## src/dfi_pkg.sv

```systemverilog
/*
 * package for the decrement-memory-byte execute unit: opcode fields,
 * address map of the access bank, phase encoding, flag layout, reset values.
 * assumes a 16-bit program word and a 12-bit data address space.
 */
package dfi_pkg;

	// ------------------------------------------------------------------
	// instruction word
	// ------------------------------------------------------------------
	localparam logic [5:0]  DFI_OPC_DEC      = 6'h01;   // upper six bits 0000 01
	localparam int          DFI_OPC_POS      = 10;
	localparam int          DFI_DEST_POS     = 9;
	localparam int          DFI_ACC_POS      = 8;

	typedef struct packed {
		logic [5:0] opcode;
		logic       dest_file;   // 1: back to memory, 0: to working register
		logic       use_bank;    // 1: bank select register, 0: access bank
		logic [7:0] faddr;
	} dfi_instr_t;

	// ------------------------------------------------------------------
	// data address map
	// ------------------------------------------------------------------
	localparam logic [7:0]  DFI_ACC_SPLIT    = 8'h60;   // first sfr half of access bank
	localparam logic [7:0]  DFI_IDX_LAST     = 8'h5f;   // last indexed literal offset
	localparam logic [3:0]  DFI_ACC_HI_BANK  = 4'hf;
	localparam logic [3:0]  DFI_ACC_LO_BANK  = 4'h0;

	// ------------------------------------------------------------------
	// arithmetic and flags
	// ------------------------------------------------------------------
	localparam logic [7:0]  DFI_DEC_STEP     = 8'h01;
	localparam logic [7:0]  DFI_SIGN_MIN     = 8'h80;

	typedef struct packed {
		logic n;
		logic overflow_flag;
		logic z;
		logic half_carry_flag;
		logic c;
	} dfi_flags_t;

	localparam dfi_flags_t  DFI_FLAGS_RST    = '0;
	localparam logic [7:0]  DFI_W_RST        = 8'h00;
	localparam logic [3:0]  DFI_BANK_RST     = 4'h0;

	// ------------------------------------------------------------------
	// phases: four clocks make one instruction cycle
	// ------------------------------------------------------------------
	localparam int          DFI_CLK_NS       = 10;
	localparam int          DFI_CYCLE_CLKS   = 4;
	localparam int          DFI_CYCLE_NS     = DFI_CYCLE_CLKS * DFI_CLK_NS;

	typedef enum logic [1:0] {
		DFI_Q1 = 2'b00,
		DFI_Q2 = 2'b01,
		DFI_Q3 = 2'b10,
		DFI_Q4 = 2'b11
	} dfi_phase_t;

endpackage

```

## src/dfi_decrement_unit.sv

```systemverilog
/*
 * decode and execute of the single-word decrement-memory-byte instruction
 * in a four-phase instruction cycle.
 * assumes a data memory on the same clock that answers a read one clock
 * after the read strobe, and that instr_word is held valid during phase one.
 */
// Summary of operation
// - read byte, subtract one, deliver result
// - match opcode, then d, a, 8-bit address
// - d clear: result to working register only
// - d set: result written back to memory
// - a clear: address inside shared access bank
// - a set: bank select register forms address
// - extended set, a clear, f<=95: indexed
// - update the five arithmetic flags only
// - one word, one cycle, write in phase four
`timescale 1ns/1ps
module dfi_decrement_unit
	import dfi_pkg::*;
(
	input  wire logic        sys_clk,
	input  wire logic        sys_rst,
	input  wire logic        clk_en,
	input  wire logic [15:0] instr_word,
	input  wire logic        instr_valid,
	input  wire logic        ext_set_en,
	input  wire logic [3:0]  bank_select_register,
	input  wire logic [11:0] index_base,
	input  wire logic [7:0]  mem_rdata,
	output logic      [11:0] mem_addr,
	output logic             mem_rd,
	output logic             mem_we,
	output logic      [7:0]  mem_wdata,
	output logic      [7:0]  w_reg,
	output dfi_flags_t       status_flags,
	output logic             flags_we,
	output dfi_phase_t       phase,
	output logic             busy
);

	// ------------------------------------------------------------------
	// decode helpers
	// ------------------------------------------------------------------
	function automatic logic is_dec_op(input logic [15:0] word);
		is_dec_op = (word[15:DFI_OPC_POS] == DFI_OPC_DEC);
	endfunction

	// access bank splits into low general memory and high special registers
	function automatic logic [11:0] resolve_addr(
		input dfi_instr_t  ins,
		input logic [3:0]  bank,
		input logic        ext,
		input logic [11:0] base);
		if (ins.use_bank) begin
			resolve_addr = {bank, ins.faddr};
		end else if (ext && (ins.faddr <= DFI_IDX_LAST)) begin
			resolve_addr = 12'(base + {4'h0, ins.faddr});
		end else if (ins.faddr >= DFI_ACC_SPLIT) begin
			resolve_addr = {DFI_ACC_HI_BANK, ins.faddr};
		end else begin
			resolve_addr = {DFI_ACC_LO_BANK, ins.faddr};
		end
	endfunction

	// ------------------------------------------------------------------
	// state
	// ------------------------------------------------------------------
	dfi_phase_t  phase_r,  phase_nxt;
	logic        act_r,    act_nxt;
	dfi_instr_t  ins_r,    ins_nxt;
	logic [11:0] addr_r,   addr_nxt;
	logic [7:0]  oper_r,   oper_nxt;
	logic [7:0]  res_r,    res_nxt;
	logic [7:0]  w_r,      w_nxt;
	dfi_flags_t  flags_r,  flags_nxt;
	dfi_flags_t  calc_r,   calc_nxt;

	dfi_instr_t  ins_in;
	assign ins_in = dfi_instr_t'(instr_word);

	always_comb begin
		phase_nxt = phase_r;
		act_nxt   = act_r;
		ins_nxt   = ins_r;
		addr_nxt  = addr_r;
		oper_nxt  = oper_r;
		res_nxt   = res_r;
		w_nxt     = w_r;
		flags_nxt = flags_r;
		calc_nxt  = calc_r;
		if (clk_en) begin
			case (phase_r)
				DFI_Q1: begin
					phase_nxt = DFI_Q2;
					// anything but the decrement leaves this unit idle
					act_nxt   = instr_valid && is_dec_op(instr_word);
					if (instr_valid && is_dec_op(instr_word)) begin
						ins_nxt  = ins_in;
						addr_nxt = resolve_addr(ins_in, bank_select_register,
						                        ext_set_en, index_base);
					end
				end
				DFI_Q2: begin
					phase_nxt = DFI_Q3;
				end
				DFI_Q3: begin
					phase_nxt = DFI_Q4;
					if (act_r) begin
						oper_nxt    = mem_rdata;
						res_nxt     = 8'(mem_rdata - DFI_DEC_STEP);
						calc_nxt.c  = (mem_rdata != 8'h00);
						calc_nxt.half_carry_flag = (mem_rdata[3:0] != 4'h0);
						calc_nxt.overflow_flag   = (mem_rdata == DFI_SIGN_MIN);
						calc_nxt.z  = (mem_rdata == DFI_DEC_STEP);
						calc_nxt.n  = res_nxt[7];
					end
				end
				DFI_Q4: begin
					phase_nxt = DFI_Q1;
					act_nxt   = 1'b0;
					if (act_r) begin
						flags_nxt = calc_r;
						if (!ins_r.dest_file) begin
							w_nxt = res_r;
						end
					end
				end
				default: begin
					phase_nxt = DFI_Q1;
					act_nxt   = 1'b0;
				end
			endcase
		end
	end

	always_ff @(posedge sys_clk) begin
		if (sys_rst) begin
			phase_r <= DFI_Q1;
			act_r   <= 1'b0;
			ins_r   <= '0;
			addr_r  <= '0;
			oper_r  <= 8'h00;
			res_r   <= 8'h00;
			w_r     <= DFI_W_RST;
			flags_r <= DFI_FLAGS_RST;
			calc_r  <= DFI_FLAGS_RST;
		end else begin
			phase_r <= phase_nxt;
			act_r   <= act_nxt;
			ins_r   <= ins_nxt;
			addr_r  <= addr_nxt;
			oper_r  <= oper_nxt;
			res_r   <= res_nxt;
			w_r     <= w_nxt;
			flags_r <= flags_nxt;
			calc_r  <= calc_nxt;
		end
	end

	// ------------------------------------------------------------------
	// outputs
	// ------------------------------------------------------------------
	// strobes are gated by clk_en so a frozen cycle never repeats an access
	assign mem_addr     = addr_r;
	assign mem_rd       = clk_en && act_r && (phase_r == DFI_Q2);
	assign mem_we       = clk_en && act_r && (phase_r == DFI_Q4) && ins_r.dest_file;
	assign mem_wdata    = res_r;
	assign flags_we     = clk_en && act_r && (phase_r == DFI_Q4);
	assign w_reg        = w_r;
	assign status_flags = flags_r;
	assign phase        = phase_r;
	assign busy         = act_r;
endmodule

```

## config.mk

```make
export PLATFORM = sky130hd
export DESIGN_NAME = dfi_decrement_unit
export DESIGN_NICKNAME = d
export VERILOG_FILES = /design/src/dfi_pkg.sv /design/src/dfi_decrement_unit.sv
export SDC_FILE = /design/constraint.sdc
export NUM_CORES = 1
export LEC_CHECK = 0
export ABC_AREA = 0
export ABC_CLOCK_PERIOD_IN_PS = 4300
export BUFFER_PORTS_ARGS = -buffer_cell sky130_fd_sc_hd__buf_2
export CAP_MARGIN = 20
export CORE_MARGIN = 5
export CORE_UTILIZATION = 53
export CTS_CLUSTER_DIAMETER = 80
export CTS_CLUSTER_SIZE = 8
export DETAILED_ROUTE_END_ITERATION = 12
export HOLD_SLACK_MARGIN = 0.02
export PLACE_DENSITY = 0.95
export SYNTH_ARGS = -nofsm -noshare
export SYNTH_HDL_FRONTEND = slang
export SYNTH_SLANG_ARGS = --single-unit
```

## constraint.sdc

```tcl
create_clock -name sys_clk -period 4.3 [get_ports sys_clk]
set_clock_uncertainty 0.15 [all_clocks]
set_input_delay 1.29 -clock sys_clk [delete_from_list [all_inputs] [get_ports sys_clk]]
set_output_delay 1.29 -clock sys_clk [all_outputs]
set_load 0.01 [all_outputs]
```

* After elaboration in Yosys (flattened, before gate mapping)
Index checks and enable logic that the tools add are counted.
Widths: inputs -> output; s select.
** Operators by class
- Reduce and logical (&&, ||, !) cells :: 15
- Bitwise logic cells :: 1
- $add $sub $neg :: 2
- Eq/ne operators :: 6
- Muxes and demuxes :: 5
- Order comparisons :: 2
** Operators with widths (number)
- $mux 12 :: 3
- $add 12x8->12 :: 1
- $reduce_and 3->1 :: 3
- $eq 8x1->1 const B :: 1
- $eq 8x8->1 const B :: 1
- $ge 8x7->1 const B :: 1
- $le 8x7->1 const B :: 1
- $pmux 2 s4 :: 1
- $reduce_bool 8->1 :: 1
- $sub 8x1->8 const B :: 1
- $eq 6x1->1 const B :: 1
- $logic_and 1x1->1 :: 6
- $eq 2x2->1 const B :: 2
- $reduce_and 4->1 :: 1
- $reduce_bool 4->1 :: 1
- $eq 2x1->1 const B :: 1
- $logic_not 2->1 :: 1
- $pmux 1 s2 :: 1
- $reduce_and 2->1 :: 1
- $reduce_bool 2->1 :: 1
- $not 1->1 :: 1
** Word-level totals
- Bits in registers :: 42
- Output and inout port bits :: 39
- Logic and storage cells :: 47

* Longest topological paths before layout
Gate-level depths: netlist of the first run.
- Depth after elaboration :: 4
- Gate-level depth with buffers :: 8
- Gate-level depth less buffers :: 8

* Least setup slack after synthesis of the first run
No wires, ideal clock.
- Kind :: input port to output port
- Start :: input clk_en
- End :: output mem_we
- Arrival :: 2.023 ns
- Stages on the path :: 4
- Path slack :: 0.837 ns
- Buffers on the path :: 1
- Path through :: buf_2 > nand3_1 > inv_2 > and2_1
** Between the ends
- Word-level cells in the longest chain between the ends :: 3
** RTL lines
- start, declared :: line dfi_decrement_unit.sv:23 : input wire logic clk_en,
- $logic_and 1x1->1 (2 in a row)
- via flags_we :: line dfi_decrement_unit.sv:36 : output logic flags_we,
- $logic_and 1x1->1 :: line dfi_decrement_unit.sv:166 : assign mem_we = clk_en && act_r && (phase_r == DFI_Q4) && ins_r.dest_file;
- end, declared :: line dfi_decrement_unit.sv:32 : output logic mem_we,
The timed path passes the listed nets, and every way through them passes these cells.

* Final worst setup path of the first run
- Start :: input clk_en
- End :: output mem_we
** Between the ends
- Word-level cells in the longest chain between the ends :: 3
** RTL lines (line)
- $logic_and 1x1->1 (3 in a row) :: dfi_decrement_unit.sv:166
Every way passes these cells.

==> results of run 1 <==
[cell type report]
type / count / area, sq um
fill: 362 / 1260
tap: 50 / 62.6
timing repair buffer: 83 / 415
clock buffer: 5 / 68.8
multi-input combinational: 218 / 1360
clock inverter: 3 / 46.3
inverter: 14 / 52.6
sequential: 41 / 821
[path summary, 6_finish.rpt]
path	start	to	slack, ns	depth (start not counted)
max reg2reg	phase[0]	mem_addr[10]	2.31	6
max	clk_en	mem_we	0.66	5
min	w_reg[2]	w_reg[2]	0.31	2
min reg2reg	w_reg[2]	w_reg[2]	0.31	2
[per-stage QoR]
stage | instance area (sq um) | cells | hold slack [ns]
final | 2820 | 414 | 0.305
after global routing | 2820 | 414 | 0.320
after CTS | 2820 | 414 | 0.305
after detailed placement | 2710 | 406 | 0.293
after global placement | 2710 | 406 | 0.291
after floorplan | 2280 | 285 | 0.279
[worst reg2reg max path: cells and delay by family (launching register included)]
kind,cells,cell delay (ns)
and+or+nand+nor,2,0.72
DFF,1,0.36
AOI/OAI and AO/OA,2,0.35
adders and majority gates,1,0.24
buffers and inverters,1,0.10
[cell usage after synthesis (2+ instances only)]
master / number / share of area [%]
a211oi_1: 14 / 4.6
a21oi_1: 32 / 7.0
a31oi_1: 3 / 0.82
and2_1: 3 / 0.82
and3_1: 5 / 1.4
buf_2: 3 / 0.66
clkbuf_1: 7 / 1.2
dfxtp_1: 41 / 36
ha_1: 14 / 7.7
inv_1: 13 / 2.1
mux2i_1: 5 / 2.2
nand2_1: 37 / 6.1
nand2b_1: 3 / 0.82
nand3_1: 6 / 1.3
nand4_1: 2 / 0.55
nor2_1: 28 / 4.6
nor2b_1: 2 / 0.55
nor3_1: 10 / 2.2
nor4_1: 3 / 0.82
o211ai_1: 3 / 0.99
o21ai_0: 12 / 2.6
o22ai_1: 3 / 0.82
o31a_1: 2 / 0.77
o31ai_1: 2 / 0.66
or2_2: 2 / 0.55
or3_1: 2 / 0.55
xnor2_1: 6 / 2.3
xor2_1: 4 / 1.5
[where the power goes]
part	switching, uW	internal [uW]
combinational	71.4	53.0
sequential	2.44	381
clock	143	174
[cells by family (layout without fill, tap and decap cells)]
group                      after synthesis  count (layout)
muxes                                    5               5
adders and majority gates               15              15
and+or+nand+nor                        110             110
AOI/OAI and AO/OA                       78              78
buffers and inverters                   26             105
DFF                                     41              41
xor gates and xnor gates                10              10
[routing by layer]
| metal | track usage (%) | vias up | wire length (microns) |
|---|---|---|---|
| met3 | 4.75 | 17 | 428 |
| met4 | 9.13 | 0 | 153 |
| met5 | 0 | - | 0 |
| met1 | 25.0 | 1084 | 2380 |
| li1 | - | 1166 | - |
| met2 | 40.1 | 96 | 3150 |
[cell usage in the layout (no fill, tap or decap), types with 6 or more instances in the layout]
cell / n
inv_1: 13
nand2_1: 37
o21ai_0: 12
a211oi_1: 14
buf_2: 83
nand3_1: 6
dfxtp_1: 41
ha_1: 14
nor2_1: 28
a21oi_1: 32
xnor2_1: 6
nor3_1: 10
==> flow_summary.ini, run 1 <==
[grt]
track_usage_pct = 22.1
grt_pass1_vias = 2224
antenna_found_initial = 0
grt_max_degree = 38
grt_pass1_wl_microns = 9760
overflow = 0

[drt]
vias = 2363
dr.pass1.iters = 5
drc = 0
wl_per_cell_microns = 14.8
viasPerCell = 5.71
finalWirelength_microns = 6120
drt_iter0_drc = 198
drt.antenna.violating_nets = 0

[power]
p_per_area_nw_per_um2 = 292
p_total_uw = 825
worst_ir_drop_vdd_uv = 144
power.leakage_uw = 0.00128

[logic_synthesis]
ys.flop_type = dfxtp_1
yosys.area_share.xor_xnor_pct = 3.84
postSynthAreaPerCell_sq_um = 8.00
ys_ff_latch = 41
synth-simple-area-share_pct = 24.1
yosys.area_share.adder_pct = 8.56
synth_edf_count = 0
synth_top_family_by_area = simple AND/OR/NAND/NOR gates
synth_mux_area_share_pct = 2.19
synth_nets = 345
synth-compound-area-share_pct = 20.7
yosys.cell_types.count = 46
ys_seq_area_share_pct = 36.0
synthCells = 285
synth.cell_area_sq_um = 2280
ys_warn_count = 0
async_flop_share_pct = 0

[layout]
nets = 423
fin_util_pct = 69.0
largest_reg_flops = 12
area_growth_pct = 23.7
drive_gt1_share_pct = 26.6
diodes = 0

[die]
die_w_microns = 75.6
core_sq_um = 4090
ios = 84
fp.dieArea_sq_um = 5720
core.rowCount = 23
initial_core_util_pct = 55.8
chipHeight_microns = 75.6

[clocking]
ctsHoldBuffers = 0
post_cts_resized = 0
cts_made_buffers = 5
post-cts-setup-buffer-count = 0
cts_sinks = 41
tritoncts = yes
clk_pin_slew_ns = 0.08
cts_root_buf = clkbuf_8
clockBufferDepth = 2
htree_levels = 2
clk_latency_ns = 0.30

[status]
status = finished, final reports clean

[worst_setup_path]
cpMostUsedCell = buf_2
cp_cell_sequence = buf_2 > nand3_1 > inv_2 > and2_1 > buf_2
crit_type = input port to output port
crit_required_ns = 2.86
path_delay_family = buffers and inverters
cp-end-kind = output port
critPathArrivalTime_ns = 2.20
crit_path_start_kind = input port
worst-path-buf-inv = 3
crit_slowest_cell = nand3_1
cp_max_fo = 10
slowest_delay_ns = 0.26

[sta]
tightest_slew_ns = 0.721
period_minus_slack_ns = 3.64
slew_violations = 0
period_share_pct = 84.7
setup_viol = 0
final-hold-violation-count = 0
slew_headroom_pct = 51.9
fmax_ghz = 0.274
postLayoutSetupSlackWorst_ns = 0.657
rsz0062_at_grt = no
tns_ns = 0

[flow_run]
drv_cap = 0

[placed_design]
dp_hpwl_microns = 4600
pre_cts_ws_ns = 0.657
port_buffers = 83
gp_congestion = 0.930

[min_path]
worstHoldPathType = register to register
(Power assumes the default switching activity.)
==> run 2, diff against run 1 <==
ABC_CLOCK_PERIOD_IN_PS = 3200   (was 4300)
CORE_UTILIZATION = 45   (was 53)
PLACE_DENSITY = 0.87   (was 0.95)
clock period = 3.2 ns   (was 4.3 ns; I/O delays follow)
==> run 2 against run 1 <==
Net effect: final area is 1.6% higher; global-route usage is 4.0 points lower; worst setup slack worse by 0.26 ns; flip-flop and latch count stayed put; final cell count is 5.3% higher; via count is 3.1% lower; clock power is 38% higher; count of clock-buffer cells in the layout is 1 higher; critical path type unchanged; highest routed layer unchanged.
==> flow_summary.ini, run 2 (same netlist as run 1, synthesis figures left out) <==
[drt]
wl_per_cell_microns = 13.4
vias = 2290
viasPerCell = 5.25
dr.pass1.iters = 4
drc = 0
drt_iter0_drc = 70
finalWirelength_microns = 5830
drt.antenna.violating_nets = 0

[sta]
period_share_pct = 87.6
setup_viol = 0
slew_violations = 0
fmax_ghz = 0.357
rsz0062_at_grt = no
slew_headroom_pct = 54.4
final-hold-violation-count = 0
period_minus_slack_ns = 2.80
tightest_slew_ns = 0.684
holdWs_ns = 0.304
tns_ns = 0

[clocking]
tritoncts = yes
clk_latency_ns = 0.29
post_cts_resized = 0
cts_root_buf = clkbuf_8
clk_pin_slew_ns = 0.08
clockBufferDepth = 2
cts_sinks = 41
htree_levels = 2
post-cts-setup-buffer-count = 0
ctsHoldBuffers = 0
cts_made_buffers = 5

[worst_setup_path]
crit_slowest_cell = buf_2
cp_cell_sequence = buf_2 > nand3_1 > inv_2 > and2_1 > buf_2
timing.rr.end = mem_addr[10]
r2r-start = phase[0]
worst-path-buf-inv = 3
crit_path_start_kind = input port
critPathArrivalTime_ns = 1.69
cp-end-kind = output port
cp_max_fo = 10
cpMostUsedCell = buf_2
slowest_delay_ns = 0.20
crit_required_ns = 2.09
rrSetupSlack_ns = 1.28
rr_worst_depth = 6
path_delay_family = buffers and inverters
crit_type = input port to output port

[grt]
grt_max_degree = 31
overflow = 0
grt_pass1_wl_microns = 9470
track_usage_pct = 18.1
antenna_found_initial = 0
grt_pass1_vias = 2222

[die]
chipHeight_microns = 81.2
core.rowCount = 26
ios = 84
fp.dieArea_sq_um = 6590
die_w_microns = 81.2
initial_core_util_pct = 45.5
core_sq_um = 5010

[min_path]
hp-start = w_reg[7]
worstHoldPathType = register to register
hold_depth = 2
hold_end = w_reg[7]

[power]
combPwrFrac_pct = 14.8
worst_ir_drop_vdd_uv = 223
seqPwrFrac_pct = 46.0
power.leakage_uw = 0.00129
switching_power_uw = 282
internal_power_uw = 838
power_frac_clock_pct = 39.2
p_per_area_nw_per_um2 = 391
swShare_pct = 25.2

[placed_design]
port_buffers = 83
gp_congestion = 0.856
placed_cells = 428
dp_hpwl_microns = 4600

[layout]
largest_reg_flops = 12
layout_common_cells = buf_2 (83), dfxtp_1 (41), nand2_1 (37)
drive_gt1_share_pct = 27.0
diodes = 0
area_growth_pct = 25.7
layout_commonest_cell = buf_2
num-fill-cells = 481
nets = 425
fin_cells = 436

[flow_run]
drv_cap = 0

[status]
status = finished, final reports clean
==> run 2: changes by cell type in the layout (fill, tap and decap cells not counted) <==
cell	before	now
clkinv_4	1	0
clkbuf_8	5	6
buf_4	0	2
==> run 2: how the worst max path moves through the flow <==
stage,from,endpoint,cells past startpoint
after CTS,clk_en,mem_we,5
after floorplan,clk_en,mem_we,4
after global placement,clk_en,mem_we,5
final,clk_en,mem_we,5
after global routing,clk_en,mem_we,5
after detailed placement,clk_en,mem_we,5
==> run 2: final cells by class <==
type                       count  area, sq um  share of cell area (%)
clock inverter                 2         37.5                    1.31
clock buffer                   6         82.6                    2.88
sequential                    41          821                    28.6
inverter                      14         52.6                    1.83
multi-input combinational    218         1360                    47.3
tap                           70         87.6                    3.06
timing repair buffer          85          430                    15.0
==> run 2: layer usage <==
metal | up-vias | GRT usage, % | wire (microns)
met5 | - | 0 | 0
met4 | 0 | 7.94 | 143
met3 | 14 | 3.55 | 279
met1 | 1039 | 20.8 | 2470
li1 | 1171 | - | -
met2 | 66 | 32.4 | 2940
==> run 2: worst register-to-register path: cells and delay by family, from the launching register on <==
kind | cells | cell delay [ns]
AO/OA/AOI/OAI | 2 | 0.33
adder cells (fa/ha/maj) | 1 | 0.23
buffers and inverters | 1 | 0.10
flip-flops | 1 | 0.36
AND/OR/NAND/NOR | 2 | 0.68
==> run 2: power by group through the flow <==
stage,sequential (uW),combinational [uW],clock (uW)
2_1_floorplan,529,103,0
3_3_place_gp,528,157,0
3_5_place_dp,528,164,0
4_1_cts,516,165,448
5_1_grt,516,186,468
6_report,516,166,439
==> run 2: through the flow <==
stage	utilization, %	worst slack (ns)	total power (uW)	area, sq um
after global routing	57.2	0.322	1170	2870
after CTS	57.2	0.390	1130	2870
after global placement	54.8	0.418	685	2750
after detailed placement	54.8	0.403	692	2750
after floorplan	-	0.397	631	2280
final	57.2	0.396	1120	2870
==> run 3, diff against run 2 <==
ABC_CLOCK_PERIOD_IN_PS = 3500   (was 3200)
CORE_UTILIZATION = 53   (was 45)
MAX_ROUTING_LAYER = met4   (was unset)
PLACE_DENSITY = 0.95   (was 0.87)
clock period = 3.5 ns   (was 3.2 ns; I/O delays follow)
==> run 3 against run 2 <==
Net effect: count of clock-buffer cells in the layout down 1; clock power fell by 11%; critical path depth did not move; hold slack lost 0.0016 ns; utilization rose by 12 points; die area decreased by 13%; register-to-register slack better by 0.23 ns; flip-flop and latch count did not move; worst setup slack lost 0.036 ns; critical path type unchanged; highest routed layer unchanged.
==> flow_summary.ini, run 3 (same netlist as run 1, synthesis figures left out) <==
[worst_setup_path]
cp-end-kind = output port
crit_type = input port to output port
crit_required_ns = 2.30
cp_max_fo = 10
crit_path_start_kind = input port
critPathArrivalTime_ns = 1.94

[grt]
track_usage_pct = 21.8
grt_pass1_wl_microns = 9320
grt_max_degree = 37
grt_pass1_vias = 2120
overflow = 0
antenna_found_initial = 0

[layout]
design_area_sq_um = 2830
num-fill-cells = 342
fin_cells = 415
drive_gt1_share_pct = 26.8
layout_commonest_cell = buf_2
diodes = 0
largest_reg_flops = 12
nets = 424
area_growth_pct = 23.9
layout_common_cells = buf_2 (83), dfxtp_1 (41), nand2_1 (37)

[drt]
drt.antenna.violating_nets = 0
dr.pass1.iters = 4
drc = 0
drt_iter0_drc = 102
vias = 2263
wl_per_cell_microns = 13.9
finalWirelength_microns = 5770
viasPerCell = 5.45

[flow_run]
drv_cap = 0

[sta]
period_minus_slack_ns = 3.14
setup_viol = 0
slew_headroom_pct = 54.2
tightest_slew_ns = 0.688
period_share_pct = 89.7
fmax_ghz = 0.318
rsz0062_at_grt = no
slew_violations = 0
final-hold-violation-count = 0
tns_ns = 0

[power]
switching_power_uw = 266
power_frac_clock_pct = 38.6
worst_ir_drop_vdd_uv = 223
internal_power_uw = 748
p_per_area_nw_per_um2 = 359
combPwrFrac_pct = 14.9
power.leakage_uw = 0.00129
seqPwrFrac_pct = 46.5
swShare_pct = 26.2

[min_path]
worstHoldPathType = register to register

[clocking]
post_cts_resized = 0
clockBufferDepth = 2
clk_latency_ns = 0.30
tritoncts = yes
post-cts-setup-buffer-count = 0
htree_levels = 2
cts_sinks = 41
cts_made_buffers = 5
ctsHoldBuffers = 0
cts_root_buf = clkbuf_8
clk_pin_slew_ns = 0.08

[die]
core_sq_um = 4090
chipHeight_microns = 75.6
fp.dieArea_sq_um = 5720
die_w_microns = 75.6
ios = 84
core.rowCount = 23
initial_core_util_pct = 55.8

[status]
status = finished, final reports clean

[placed_design]
port_buffers = 83
gp_congestion = 0.943
dpl_cell_area_sq_um = 2710
placed_cells = 407
dp_hpwl_microns = 4490
[run 3: cell types whose count changed in the layout (fill, tap and decap cells not counted), sizes merged]
cell      before  now
inv           14   15
clkinvlp       1    0
buf           85   84
clkbuf         6    5
clkinv         0    1
[run 3: layer usage]
layer	routed length [microns]	GRT usage [%]	share of wire, %	vias up
li1	-	-	-	1168
met4	104	8.35	1.8	0
met1	2370	25.2	41	1004
met5	0	-	0	-
met3	356	4.22	6.2	13
met2	2940	37.4	51	78
[run 3: final timing paths]
path                  from      endpoint  slack (ns)  cells after the start
setup / recovery    clk_en        mem_we        0.36                      5
hold reg to reg   w_reg[4]      w_reg[4]        0.30                      2
hold / removal    w_reg[4]      w_reg[4]        0.30                      2
setup reg to reg  phase[0]  mem_addr[10]        1.51                      6
[run 3: power groups by stage]
| stage | Sequential, uW | Clock (uW) | Combinational, uW |
|---|---|---|---|
| floorplan | 483 | 0 | 93.8 |
| global placement | 482 | 0 | 142 |
| detailed placement | 483 | 0 | 150 |
| CTS | 472 | 398 | 150 |
| global route | 472 | 420 | 168 |
| finish | 471 | 391 | 151 |
[run 3: worst max-delay path, cell delays in order]
cell,delay (ns)
buf_2,0.19
nand3_1,0.24
inv_2,0.19
and2_1,0.14
buf_2,0.13
[run 3: final cells by class]
type	instances	area, sq um	share of cell area, %
Multi-Input combinational cell	218	1360	47.9
Clock buffer	5	68.8	2.43
Timing Repair Buffer	84	423	15.0
Tap cell	50	62.6	2.21
Sequential cell	41	821	29.0
Inverter	14	52.6	1.86
Clock inverter	3	43.8	1.55
[run 3: through the flow]
stage / power (uW) / hold slack (ns) / utilization [%] / setup WS (ns)
after global placement: 625 / 0.291 / 66.4 / 0.399
after floorplan: 577 / 0.279 / - / 0.517
after global routing: 1060 / 0.321 / 69.2 / 0.260
final: 1010 / 0.303 / 69.2 / 0.360
after CTS: 1020 / 0.305 / 69.2 / 0.357
after detailed placement: 632 / 0.293 / 66.4 / 0.366
